### src/hdl/occ_regs.svh
/*
  Register indices, field positions, reset values and timing figures
  for one output channel's configuration bank.
  Assumes a 32-bit APB slave in front: byte address = index * 4.
*/
`ifndef OCC_REGS_SVH
`define OCC_REGS_SVH

// Register indices; byte address is four times the index
`define OCC_IDX_DRV_STD 8'h46
`define OCC_IDX_PIN_MODE 8'h47
`define OCC_IDX_RATIO_HIGH 8'h48
`define OCC_IDX_RATIO_MID 8'h49
`define OCC_IDX_RATIO_LOW 8'h4A
`define OCC_IDX_PHASE_STR 8'h4B
`define OCC_IDX_DELAY 8'h4C
`define OCC_IDX_SUPPLY 8'h4D

// Reset value of every register
`define OCC_RST_VAL 8'h00

// Field positions
`define OCC_MODE_RATIO_MSB 7
`define OCC_MODE_RATIO_LSB 6
`define OCC_MODE_FINE_EXT 4
`define OCC_MODE_PIN_MSB 3
`define OCC_RATIO_HIGH_MSB 3
`define OCC_PHASE_MSB 7
`define OCC_PHASE_LSB 6
`define OCC_STRENGTH_MSB 2
`define OCC_DELAY_COARSE_MSB 5
`define OCC_DELAY_FINE_MSB 7
`define OCC_DELAY_FINE_LSB 6
`define OCC_SUPPLY_MSB 4
`define OCC_SUPPLY_LSB 3
`define OCC_DRV_STD_MSB 2

// Timing: fine delay step and its largest count; advised drive strength
`define OCC_FINE_STEP_PS 8'h1E
`define OCC_FINE_MAX_STEPS 3'h4
`define OCC_STRENGTH_ADVISED 3'h7

`endif

### src/hdl/occ_pkg.sv
/*
  Types for the output clock configuration bank.
  Assumes occ_regs.svh supplies offsets and field positions.
*/
package occ_pkg;

  // Driver standard codes as stored in the register
  typedef enum logic [2:0] {
    OCC_DRV_LVDS = 3'h0,
    OCC_DRV_PECL_CM = 3'h1,
    OCC_DRV_CML = 3'h2,
    OCC_DRV_HCSL = 3'h3,
    OCC_DRV_LVDS_BOOST = 3'h4,
    OCC_DRV_PECL_NOCM = 3'h5,
    OCC_DRV_RSVD6 = 3'h6,
    OCC_DRV_RSVD7 = 3'h7
  } occ_drv_std_t;

  // Supply level codes
  typedef enum logic [1:0] {
    OCC_VDD_1V8 = 2'h0,
    OCC_VDD_2V5 = 2'h1,
    OCC_VDD_3V3 = 2'h2,
    OCC_VDD_RSVD = 2'h3
  } occ_supply_t;

  // Decoded pin configuration
  typedef enum logic [2:0] {
    OCC_PIN_DIFF_EXT,
    OCC_PIN_DIFF_PULLUP,
    OCC_PIN_SE_POS,
    OCC_PIN_SE_NEG,
    OCC_PIN_SE_BOTH,
    OCC_PIN_INVALID
  } occ_pin_mode_t;

  // Decoded channel configuration handed to the analogue side
  typedef struct packed {
    logic [33:0] divide_ratio;
    logic [5:0] coarse_delay;
    logic [2:0] fine_steps;
    logic [7:0] fine_delay_ps;
    logic [1:0] phase_select;
    logic [2:0] drive_strength;
    occ_supply_t supply_level_select;
    occ_drv_std_t driver_standard_select;
    occ_pin_mode_t pin_mode;
    logic config_error;
  } occ_cfg_t;

  // Output pin drive group
  typedef struct packed {
    logic positive_pin;
    logic positive_pin_oe;
    logic negative_pin;
    logic negative_pin_oe;
  } occ_pins_t;

  // Raw register contents
  typedef struct packed {
    logic [7:0] drv_std;
    logic [7:0] pin_mode;
    logic [7:0] ratio_high;
    logic [7:0] ratio_mid;
    logic [7:0] ratio_low;
    logic [7:0] phase_str;
    logic [7:0] delay;
    logic [7:0] supply;
  } occ_regfile_t;

  // Whole state of the bank
  typedef struct packed {
    occ_regfile_t regs;
    logic [31:0] prdata;
    logic pslverr;
    occ_cfg_t cfg;
  } occ_state_t;

endpackage : occ_pkg

### src/hdl/occ_bank.sv
/*
  Output clock configuration bank for one channel: APB register
  slave, decode of divide ratio, delays, pin mode, driver standard
  and supply level, and the pin router for the channel's two pins.

  Register map (index, byte address = index * 4, fields):
    0x46 drv std     [2:0] driver standard, [7:3] spare
    0x47 pin mode    [7:6] ratio bits 33:32, [5] spare,
                     [4] fine delay bit 2, [3:0] pin configuration
    0x48 ratio high  [3:0] ratio bits 19:16, [7:4] spare
    0x49 ratio mid   [7:0] ratio bits 15:8
    0x4A ratio low   [7:0] ratio bits 7:0
    0x4B phase/str   [7:6] single-ended phase, [2:0] drive strength
    0x4C delay       [7:6] fine delay code, [5:0] coarse delay
    0x4D supply      [4:3] supply level, others spare
  Every bit is stored and read back; spare bits have no effect.

  Bus timing: the setup edge latches read data and the error flag,
  so pready stays high and the bank never inserts a wait state.
  A write lands at the access edge; the decoded cfg follows one
  edge later, and the pins follow cfg without a further edge.
  Unaligned or unmapped addresses answer with pslverr and read
  data zero, and a write to them is dropped. A clear low byte
  strobe drops a write quietly, without an error.

  Decoded outputs: cfg.config_error is high for an illegal pin
  configuration, the reserved supply code or a reserved driver
  code. An illegal pin configuration also switches both pin
  drivers off, so a bad write cannot fight an external load.
  Fine delay codes above four clamp to four steps on the
  extended channel. With EXT_RANGE clear, the extension bits
  are still stored and read back, but the decode ignores them.

  Reset: every register and every cfg field is zero, which
  decodes to differential with external termination, so both
  pins drive as soon as the channel clocks run.

  Pin steering: the pin paths are combinational from the clock
  inputs; a flop would only resample the clock. The price is
  that a pin may glitch in the cycle in which its mode or phase
  changes, so software should change them with the output idle.

  Assumes a 10 MHz pclk, an APB master on the same clock and clock
  inputs from the channel's divider in the analogue section.

*/
`timescale 1ns/1ps
`include "occ_regs.svh"

module occ_bank #(
  parameter int ADDR_W = 12,
  parameter bit EXT_RANGE = 1'b1
) (
  input wire logic pclk,
  input wire logic presetn,
  input wire logic psel,
  input wire logic penable,
  input wire logic pwrite,
  input wire logic [ADDR_W-1:0] paddr,
  input wire logic [31:0] pwdata,
  input wire logic [3:0] pstrb,
  output logic [31:0] prdata,
  output logic pready,
  output logic pslverr,
  input wire logic true_clock,
  input wire logic complement_clock,
  output occ_pkg::occ_cfg_t cfg,
  output occ_pkg::occ_pins_t pins
);
  import occ_pkg::*;

  // Whole bank state and its next value
  occ_state_t state_ff;
  occ_state_t nxt_state;

  // Decode of the transfer now on the bus
  logic setup_phase;
  logic access_phase;
  logic addr_aligned;
  logic [7:0] word_index;
  logic addr_hit;
  logic [7:0] read_byte;
  logic wr_en;

  // Word index of a byte address; upper bits beyond 8 must be zero
  function automatic logic [7:0] index_of(input logic [ADDR_W-1:0] addr);
    logic [ADDR_W-1:0] shifted;
    shifted = addr >> 2;
    if (shifted > ADDR_W'(8'hFF)) begin
      index_of = 8'hFF;
    end else begin
      index_of = shifted[7:0];
    end
  endfunction : index_of

  // True when the index names one of the bank's registers
  function automatic logic is_mapped(input logic [7:0] idx);
    is_mapped = (idx >= `OCC_IDX_DRV_STD) && (idx <= `OCC_IDX_SUPPLY);
  endfunction : is_mapped

  // Read mux over the raw registers; spare bits read as stored
  function automatic logic [7:0] read_reg(input occ_regfile_t r,
                                           input logic [7:0] idx);
    unique case (idx)
      `OCC_IDX_DRV_STD: read_reg = r.drv_std;
      `OCC_IDX_PIN_MODE: read_reg = r.pin_mode;
      `OCC_IDX_RATIO_HIGH: read_reg = r.ratio_high;
      `OCC_IDX_RATIO_MID: read_reg = r.ratio_mid;
      `OCC_IDX_RATIO_LOW: read_reg = r.ratio_low;
      `OCC_IDX_PHASE_STR: read_reg = r.phase_str;
      `OCC_IDX_DELAY: read_reg = r.delay;
      `OCC_IDX_SUPPLY: read_reg = r.supply;
      default: read_reg = 8'h00;
    endcase
  endfunction : read_reg

  // Low-nibble pin configuration decode; other codes are illegal
  function automatic occ_pin_mode_t decode_pins(input logic [3:0] code);
    unique case (code)
      4'h0: decode_pins = OCC_PIN_DIFF_EXT;
      4'h2: decode_pins = OCC_PIN_DIFF_PULLUP;
      4'h4: decode_pins = OCC_PIN_SE_POS;
      4'h8: decode_pins = OCC_PIN_SE_NEG;
      4'hC: decode_pins = OCC_PIN_SE_BOTH;
      default: decode_pins = OCC_PIN_INVALID;
    endcase
  endfunction : decode_pins

  // Byte-wide register write honouring the low byte strobe
  function automatic logic [7:0] write_byte(input logic [7:0] old,
                                             input logic [31:0] wdata,
                                             input logic strb);
    write_byte = strb ? wdata[7:0] : old;
  endfunction : write_byte

  // APB phase and address decode
  assign setup_phase = psel && !penable;
  assign access_phase = psel && penable;
  assign addr_aligned = (paddr[1:0] == 2'h0);
  assign word_index = index_of(paddr);
  assign addr_hit = addr_aligned && is_mapped(word_index);
  assign read_byte = read_reg(state_ff.regs, word_index);
  // Writes land at the access edge; pready is always high there
  assign wr_en = access_phase && pwrite && addr_hit && !state_ff.pslverr;

  // Next-state logic: register writes, read data, decode
  always_comb begin
    nxt_state = state_ff;

    // Read data and error are captured in setup, so both come
    // from flops yet the bank still answers with no wait state
    if (setup_phase) begin
      nxt_state.pslverr = !addr_hit;
      nxt_state.prdata = (!pwrite && addr_hit) ? {24'h0, read_byte} : 32'h0;
    end else if (!psel) begin
      nxt_state.pslverr = 1'b0;
      nxt_state.prdata = 32'h0;
    end

    // Register writes; all eight bits stored, spare ones too
    if (wr_en) begin
      unique case (word_index)
        `OCC_IDX_DRV_STD: begin
          nxt_state.regs.drv_std = write_byte(state_ff.regs.drv_std, pwdata, pstrb[0]);
        end
        `OCC_IDX_PIN_MODE: begin
          nxt_state.regs.pin_mode = write_byte(state_ff.regs.pin_mode, pwdata, pstrb[0]);
        end
        `OCC_IDX_RATIO_HIGH: begin
          nxt_state.regs.ratio_high =
            write_byte(state_ff.regs.ratio_high, pwdata, pstrb[0]);
        end
        `OCC_IDX_RATIO_MID: begin
          nxt_state.regs.ratio_mid = write_byte(state_ff.regs.ratio_mid, pwdata, pstrb[0]);
        end
        `OCC_IDX_RATIO_LOW: begin
          nxt_state.regs.ratio_low = write_byte(state_ff.regs.ratio_low, pwdata, pstrb[0]);
        end
        `OCC_IDX_PHASE_STR: begin
          nxt_state.regs.phase_str = write_byte(state_ff.regs.phase_str, pwdata, pstrb[0]);
        end
        `OCC_IDX_DELAY: begin
          nxt_state.regs.delay = write_byte(state_ff.regs.delay, pwdata, pstrb[0]);
        end
        `OCC_IDX_SUPPLY: begin
          nxt_state.regs.supply = write_byte(state_ff.regs.supply, pwdata, pstrb[0]);
        end
        default: begin
          nxt_state.regs = state_ff.regs;
        end
      endcase
    end

    // Divide ratio: three registers, extension bits from mode reg
    nxt_state.cfg.divide_ratio[19:16] =
      state_ff.regs.ratio_high[`OCC_RATIO_HIGH_MSB:0];
    nxt_state.cfg.divide_ratio[15:8] = state_ff.regs.ratio_mid;
    nxt_state.cfg.divide_ratio[7:0] = state_ff.regs.ratio_low;
    nxt_state.cfg.divide_ratio[31:20] = 12'h000;
    if (EXT_RANGE) begin
      nxt_state.cfg.divide_ratio[33:32] =
        state_ff.regs.pin_mode[`OCC_MODE_RATIO_MSB:`OCC_MODE_RATIO_LSB];
    end else begin
      nxt_state.cfg.divide_ratio[33:32] = 2'h0;
    end

    // Coarse delay counted in VCO periods, full 0..63 range
    nxt_state.cfg.coarse_delay =
      state_ff.regs.delay[`OCC_DELAY_COARSE_MSB:0];

    // Fine delay: two-bit code, or three-bit on extended channel
    if (EXT_RANGE) begin
      nxt_state.cfg.fine_steps = {state_ff.regs.pin_mode[`OCC_MODE_FINE_EXT],
        state_ff.regs.delay[`OCC_DELAY_FINE_MSB:`OCC_DELAY_FINE_LSB]};
      // Codes above four are not defined; clamp to the longest
      if (nxt_state.cfg.fine_steps > `OCC_FINE_MAX_STEPS) begin
        nxt_state.cfg.fine_steps = `OCC_FINE_MAX_STEPS;
      end
    end else begin
      nxt_state.cfg.fine_steps = {1'b0,
        state_ff.regs.delay[`OCC_DELAY_FINE_MSB:`OCC_DELAY_FINE_LSB]};
    end
    nxt_state.cfg.fine_delay_ps =
      8'(nxt_state.cfg.fine_steps * `OCC_FINE_STEP_PS);

    // Single-ended phase and drive strength pass straight through
    nxt_state.cfg.phase_select =
      state_ff.regs.phase_str[`OCC_PHASE_MSB:`OCC_PHASE_LSB];
    // Value seven is what software is expected to write
    nxt_state.cfg.drive_strength = state_ff.regs.phase_str[`OCC_STRENGTH_MSB:0];

    // Supply level and driver standard decode
    nxt_state.cfg.supply_level_select = occ_supply_t'(
      state_ff.regs.supply[`OCC_SUPPLY_MSB:`OCC_SUPPLY_LSB]);
    nxt_state.cfg.driver_standard_select = occ_drv_std_t'(
      state_ff.regs.drv_std[`OCC_DRV_STD_MSB:0]);
    nxt_state.cfg.pin_mode =
      decode_pins(state_ff.regs.pin_mode[`OCC_MODE_PIN_MSB:0]);

    // Flag any code that the analogue side has no meaning for
    nxt_state.cfg.config_error =
      (nxt_state.cfg.pin_mode == OCC_PIN_INVALID) ||
      (nxt_state.cfg.supply_level_select == OCC_VDD_RSVD) ||
      (nxt_state.cfg.driver_standard_select == OCC_DRV_RSVD6) ||
      (nxt_state.cfg.driver_standard_select == OCC_DRV_RSVD7);
  end

  // State register; everything zero after reset
  always_ff @(posedge pclk or negedge presetn) begin
    if (!presetn) begin
      state_ff <= '0;
    end else begin
      state_ff <= nxt_state;
    end
  end

  // Outputs from flops, pslverr gated by the access phase; pready is constant high
  assign prdata = state_ff.prdata;
  assign pslverr = state_ff.pslverr && access_phase;
  assign pready = 1'b1;
  assign cfg = state_ff.cfg;

  // Pin driver steering for the channel
  occ_pin_router u_router (
    .true_clock(true_clock),
    .complement_clock(complement_clock),
    .pin_mode(state_ff.cfg.pin_mode),
    .phase_select(state_ff.cfg.phase_select),
    .pins(pins)
  );

endmodule : occ_bank

### src/hdl/occ_pin_router.sv
/*
  Pin router: steers the true and complement clocks onto the two
  output pins and enables the drivers per pin configuration.
  Assumes the clocks come from the output divider and that the
  mode and phase inputs are stable flops of the register bank.
*/
`timescale 1ns/1ps

module occ_pin_router (
  input wire logic true_clock,
  input wire logic complement_clock,
  input wire occ_pkg::occ_pin_mode_t pin_mode,
  input wire logic [1:0] phase_select,
  output occ_pkg::occ_pins_t pins
);
  import occ_pkg::*;

  logic pos_driver_source;
  logic neg_driver_source;

  // Phase selection; only meaningful in single-ended modes
  always_comb begin
    unique case (phase_select)
      2'h0: begin
        pos_driver_source = true_clock;
        neg_driver_source = complement_clock;
      end
      2'h1: begin
        pos_driver_source = true_clock;
        neg_driver_source = true_clock;
      end
      default: begin
        pos_driver_source = complement_clock;
        neg_driver_source = complement_clock;
      end
    endcase
  end

  // Mode decides which pins drive; clock paths stay combinational
  // on purpose, a flop here would resample the clock itself
  always_comb begin
    pins = '0;
    unique case (pin_mode)
      OCC_PIN_DIFF_EXT, OCC_PIN_DIFF_PULLUP: begin
        pins.positive_pin = true_clock;
        pins.negative_pin = complement_clock;
        pins.positive_pin_oe = 1'b1;
        pins.negative_pin_oe = 1'b1;
      end
      OCC_PIN_SE_POS: begin
        pins.positive_pin = pos_driver_source;
        pins.positive_pin_oe = 1'b1;
      end
      OCC_PIN_SE_NEG: begin
        pins.negative_pin = neg_driver_source;
        pins.negative_pin_oe = 1'b1;
      end
      OCC_PIN_SE_BOTH: begin
        pins.positive_pin = pos_driver_source;
        pins.negative_pin = neg_driver_source;
        pins.positive_pin_oe = 1'b1;
        pins.negative_pin_oe = 1'b1;
      end
      default: begin
        pins = '0; // Illegal mode: both drivers off
      end
    endcase
  end

endmodule : occ_pin_router

### config.mk
export PLATFORM = sky130hd
export DESIGN_NAME = occ_bank
export DESIGN_NICKNAME = d
export VERILOG_FILES = /design/src/hdl/occ_pkg.sv /design/src/hdl/occ_bank.sv /design/src/hdl/occ_pin_router.sv
export VERILOG_INCLUDE_DIRS = /design/src /design/src/hdl
export SDC_FILE = /design/constraint.sdc
export NUM_CORES = 1
export LEC_CHECK = 0
export ABC_AREA = 0
export BUFFER_PORTS_ARGS = -buffer_cell sky130_fd_sc_hd__buf_2
export CAP_MARGIN = 20
export CORE_ASPECT_RATIO = 1.5
export CORE_MARGIN = 4
export CORE_UTILIZATION = 50
export CTS_BUF_LIST = sky130_fd_sc_hd__clkbuf_8
export DETAILED_ROUTE_END_ITERATION = 8
export MAX_ROUTING_LAYER = met4
export PLACE_DENSITY = 0.88
export SYNTH_ARGS = -nofsm -noshare
export SYNTH_HDL_FRONTEND = slang
export SYNTH_HIERARCHICAL = 1
export SYNTH_SLANG_ARGS = --single-unit
### constraint.sdc
create_clock -name pclk -period 6.5 [get_ports pclk]
set_clock_uncertainty 0.1 [all_clocks]
set_input_delay 0.325 -clock pclk [delete_from_list [all_inputs] [get_ports pclk]]
set_output_delay 0.325 -clock pclk [all_outputs]
set_load 0.005 [all_outputs]
Yosys cells after proc, flatten, opt, wreduce, memory -nomap -nowiden
Index checks and enable logic that the tools add are counted.
Word-level totals
  register bits after elaboration: 149
  input port bits: 55
  output and inout bits: 103
  word-level logic and storage cells: 90
Operators by class
  multipliers: 1
  order comparisons: 4
  eq/ne operators: 22
  multiplexer cells: 11
  reductions and logical operators: 32
Operators with widths (number)
  two-way mux 33 bit: 2
  equality test 8 x 7 -> 1 bit, second input constant: 8
  case mux 8 bit (8 select lines): 1
  AND reduction 3 bit: 8
  two-way mux 8 bit: 2
  case mux 3 bit (5 select lines): 1
  equality test 3 bit, second input constant: 4
  greater-than comparator 10 x 8 -> 1 bit, second input constant: 1
  logical AND 1 bit: 9
  equality test 4 bit, second input constant: 2
  greater-or-equal comparator 8 x 7 -> 1 bit, second input constant: 1
  less-or-equal comparator 8 x 7 -> 1 bit, second input constant: 1
  case mux 2 bit (2 select lines): 2
  OR reduction 2 bit: 4
  multiplier 3 x 4 -> 7 bit, second input constant: 1
  equality test 3 x 2 -> 1 bit, second input constant: 2
  equality test 4 x 2 -> 1 bit, second input constant: 1
  equality test 4 x 3 -> 1 bit, second input constant: 1
  logical NOT 1 bit: 4
  logical NOT 2 bit: 2
  logical NOT 4 bit: 1
  equality test 3 x 1 -> 1 bit, second input constant: 1
  greater-than comparator 3 bit, second input constant: 1
  logical NOT 3 bit: 1
  6 further kinds: 9

Longest topological paths before layout
  word-level depth: 8
  depth in mapped cells: 7
  mapped depth without buffers: 7

Cells and area by module
Netlist, hierarchy kept.
Modules (own cells, without submodules)
  occ_bank: times used 1, cells each 448, area an instance 5743.0 um2, sequential area each 3103.0 um2
  occ_pin_router: times used 1, cells each 17, area an instance 107.6 um2, sequential area each 0.0 um2

Worst setup path after synthesis
No wires, ideal clock.
  path type: in2reg
  from: input paddr[9]
  to: register state_ff (netlist bit nxt_state[31])
  setup time: 125 ps
  arrival time: 2199 ps
  data required time: 6275 ps
  path slack: 4076 ps
  stages on the path: 5
  buffers on the path: 0
  path through: nor4_1 nand4b_4 or3_4 nor3_4 mux2_2
Between the ends
  word-level cells in the longest chain between the ends: 8
  elaborated cells on any way between the ends: 10
  classes of those cells: order compare: 3; eq/ne: 1; mux: 1; reduce/logical: 5
RTL lines
  from (decl): line occ_bank.sv:59  | input wire logic [ADDR_W-1:0] paddr,
  greater-than comparator 10 x 8 -> 1 bit: line occ_bank.sv:89  | if (shifted > ADDR_W'(8'hFF)) begin
  two-way mux 8 bit (*): line occ_bank.sv:89
  greater-or-equal comparator 8 x 7 -> 1 bit (no line) or less-or-equal comparator 8 x 7 -> 1 bit (tied branches)
  logical AND 1 bit: line occ_bank.sv:98  | is_mapped = (idx >= `OCC_IDX_DRV_STD) && (idx <= `OCC_IDX_SUPPLY);
  logical AND 1 bit: line occ_bank.sv:141  | assign addr_hit = addr_aligned && is_mapped(word_index);
  logical AND 1 bit (2 in a row): line occ_bank.sv:144  | assign wr_en = access_phase && pwrite && addr_hit && !state_ff.pslverr;
  AND reduction 3 bit (no line) (*)
  to (signal assigned): line occ_bank.sv:253  | state_ff <= nxt_state;
  to (decl): line occ_bank.sv:73  | occ_state_t state_ff;
Mark *: on every way between the ends. The rest lies on a longest branch, timed or not.
A chain may end at the register's enable or synchronous reset.

Worst setup path in the final report
  from: input paddr[3]
  to: register state_ff (netlist bit nxt_state[28])
The elaborated chain is that of the path after synthesis.

==> out/results.txt <==
Status: completed
EDFF count, synth: 0
Cell type of the slowest stage on the worst timing path: or4b_1
Core area: 11500 µm²
Leak: 3.34 nW
Peak supply drop: 0.123 mV
Initial antenna violation count: 0
Mapped Area: 5850 µm²
Starting DRC count in detailed routing: 231
Crit path max-delay family: simple AND/OR/NAND/NOR gates
Routing usage on met3: 4.30%
Post-layout minimum cycle time: 2.98 ns
CTS root buf: clkbuf_8
Post-synthesis sequential area ratio: 53.0%
Logic pwr share: 4.3%
Total gr overflow: 0
Crit Path Category: input port to flip-flop
Count of cell types in the netlist: 41
Post-synthesis instance total: 465
Synth warnings: 6
Register clock-pin slew on the reported worst setup and hold paths: 0.07 ns
Average wire per cell in the routed design: 17.5 µm
Sequential share of power: 52.3%
Final Hold Fails: 0
Yosys reg bits: 124
Int Pwr: 0.00114 W
Clk_lat worst skew: 0.42 ns
Tcrit/Tclk final: 45.8%
WP buf/inv: 1
Top post-synthesis cells by area: dfrtp_1 (53%), mux2_2 (15%), buf_4 (13%)
Starting density of the core: 51.0%
Hold Crit Start: psel
Syn avg cell area: 12.6 µm²
RSZ-0062 raised after global routing: no
Post-synth top area share: 53.0%
Global-route wire length before repair: 18500 µm
Crit-path max cell delay: 0.86 ns
GR met2 Demand/Resource: 31.7%
Number of I/O pins: 158
Setup crit start: paddr[3]
Most frequent cells in the layout: dfrtp_1 (124), buf_2 (91), mux2_2 (76), conb_1 (38), clkbuf_8 (19)
Utilization after layout: 54.8%
Synth Area in Adders: 1.41%
First drt pass iteration count: 4
Hold_ws: 0.0697 ns
CTS tree: yes
Xor/xnor share of the synthesized area: 0.599%
Die width: 96.3 µm
Synthesis-to-finish area growth: 7.49%
Clock tree buffer depth: 2
Instance area at placement: 5870 µm²
Final antenna-violating net count: 0
Die height: 140 µm
H-tree depth: 4
Design Area, Final: 6290 µm²
Final Total Pwr: 0.00148 W
Psw: 0.000333 W
Inserted Clock Buffers: 17
Setup violations, final: 0
Post-synthesis mux area share: 16.9%
Post-synthesis compound-gate area fraction: 5.52%
DR DRC count: 0
Via count normalized by instance count: 5.20
Cell chain of the critical path: buf_2 -> nand2_1 -> xor2_1 -> or4b_1 -> nor4_4 -> mux2_2
Slew margin rel.: 34.5%
# diodes: 0
Clock share of power: 43.4%
Required time worst endpoint: 6.71 ns
Leading area contributor after synthesis: dfrtp_1
Worst-Margin Slew: 0.969 ns
Largest family of logic cells by synthesized area: multiplexers
Detailed placement HPWL: 8440 µm
PD cells: 235 nW/µm²
Ys async rst share: 100%
Busiest grt layer: met2
Vias: 3476
Die area: 13500 µm²
Hold Crit Class: input port to flip-flop
Max Cap Violations: 0
Critical Path Source Type: input port
Largest net degree at the start of global routing: 81
Worst R2R Start: state_ff[65]
Port Buffers: 92
Clk sinks: 124
Placer Congestion: 0.863
Met1 Use GR: 21.0%
Final #Nets: 568
Share of layout cells above drive strength 1: 41.0%
All-Layer GR Usage: 18.9%
Final Routed Wirelength: 11700 µm
Vias in the first global route: 3587
Sw Ratio: 22.6%
Row cnt: 48
Count of pins over their slew limit: 0
Commonest non-fill, non-tap cell in the layout: dfrtp_1
CP Max Fanout: 23
Synthesized-area fraction occupied by and/or/nand/nor cells: 8.70%
Crit end category: flip-flop
Peak Freq: 0.336 GHz
Final TNS setup: 0 ns
Top_reg_cell synth: dfrtp_1
Crit path DAT: 3.18 ns
## power by group through the flow
stage / Clock (W) / Sequential, W / Combinational (W)
global route: 0.000691 / 0.000772 / 0.0000730
detailed placement: 0 / 0.000787 / 0.0000611
global placement: 0 / 0.000787 / 0.0000589
floorplan: 0 / 0.000787 / 0.0000419
finish: 0.000641 / 0.000773 / 0.0000642
CTS: 0.000656 / 0.000772 / 0.0000617
## through the flow
stage	cells	worst slack (ns)
after floorplan	501	4.08
after global placement	636	3.13
after detailed placement	636	3.14
after CTS	668	3.55
after global routing	669	3.47
final	669	3.52
## Yosys cell counts, types with 2 or more instances
cell type,n
a21oi_1,10
a22oi_1,15
buf_1,3
buf_4,99
clkbuf_1,5
conb_1,2
dfrtp_1,124
ha_1,5
inv_1,7
mux2_2,76
mux2i_1,13
nand2_1,18
nand2b_1,2
nand3_1,5
nand3b_1,3
nor2_1,17
nor2b_1,6
nor3_1,4
nor3_4,2
nor4_4,6
o21ai_0,12
o22ai_1,8
or2_2,3
xnor2_1,3
## logic make-up (layout without fill, tap and decap cells)
family	Yosys count	after routing
AND/OR/NAND/NOR	74	74
XOR/XNOR	4	4
flip-flops	124	124
multiplexers	89	89
AO/OA/AOI/OAI	51	51
other	2	38
buffers and inverters	115	133
adder cells (fa/ha/maj)	6	6
## registers in the layout, indices dropped and copies added, names as in the netlist
name / flops
cfg: 51
nxt_state: 38
state_ff: 27
prdata: 8
## final cells by class
type,instances,area [µm²]
repair buffers,95,508
flip-flops and latches,124,3100
clock buffers,19,262
inverters,7,26.3
multi-input cells,262,2080
well taps,150,188
fillers,964,5180
clock inverters,12,124
## worst register-to-register path, cell delays in order (launching register included)
cell and delay (ns):
dfrtp_1 0.40, or4b_1 0.88, nor4_4 0.86, mux2_2 0.41
## worst paths after layout
| check | to | cells after the start | slack [ns] |
|---|---|---|---|
| worst max register to register | nxt_state[28] | 3 | 3.73 |
| min in group asynchronous | cfg[41] | 2 | 0.33 |
| worst min-delay path | state_ff[65] | 3 | 0.07 |
| worst max-delay path | nxt_state[28] | 6 | 3.52 |
| max in group asynchronous | nxt_state[44] | 4 | 4.92 |
| worst min register to register | cfg[47] | 0 | 0.30 |
## routing by layer
| metal | up-vias | routed length [µm] |
|---|---|---|
| met1 | 1732 | 4350 |
| met3 | 25 | 841 |
| li1 | 1567 | - |
| met2 | 152 | 6160 |
| met4 | 0 | 352 |
| met5 | - | 0 |
## what timing repair did
item	in CTS	in global routing
setup buffers	0	0
hold buffers	1	0
resized for setup	0	0
endpoints found under the hold margin	44	0
setup endpoints to repair	0	0
No activity file was read; power rests on OpenSTA's default activity.
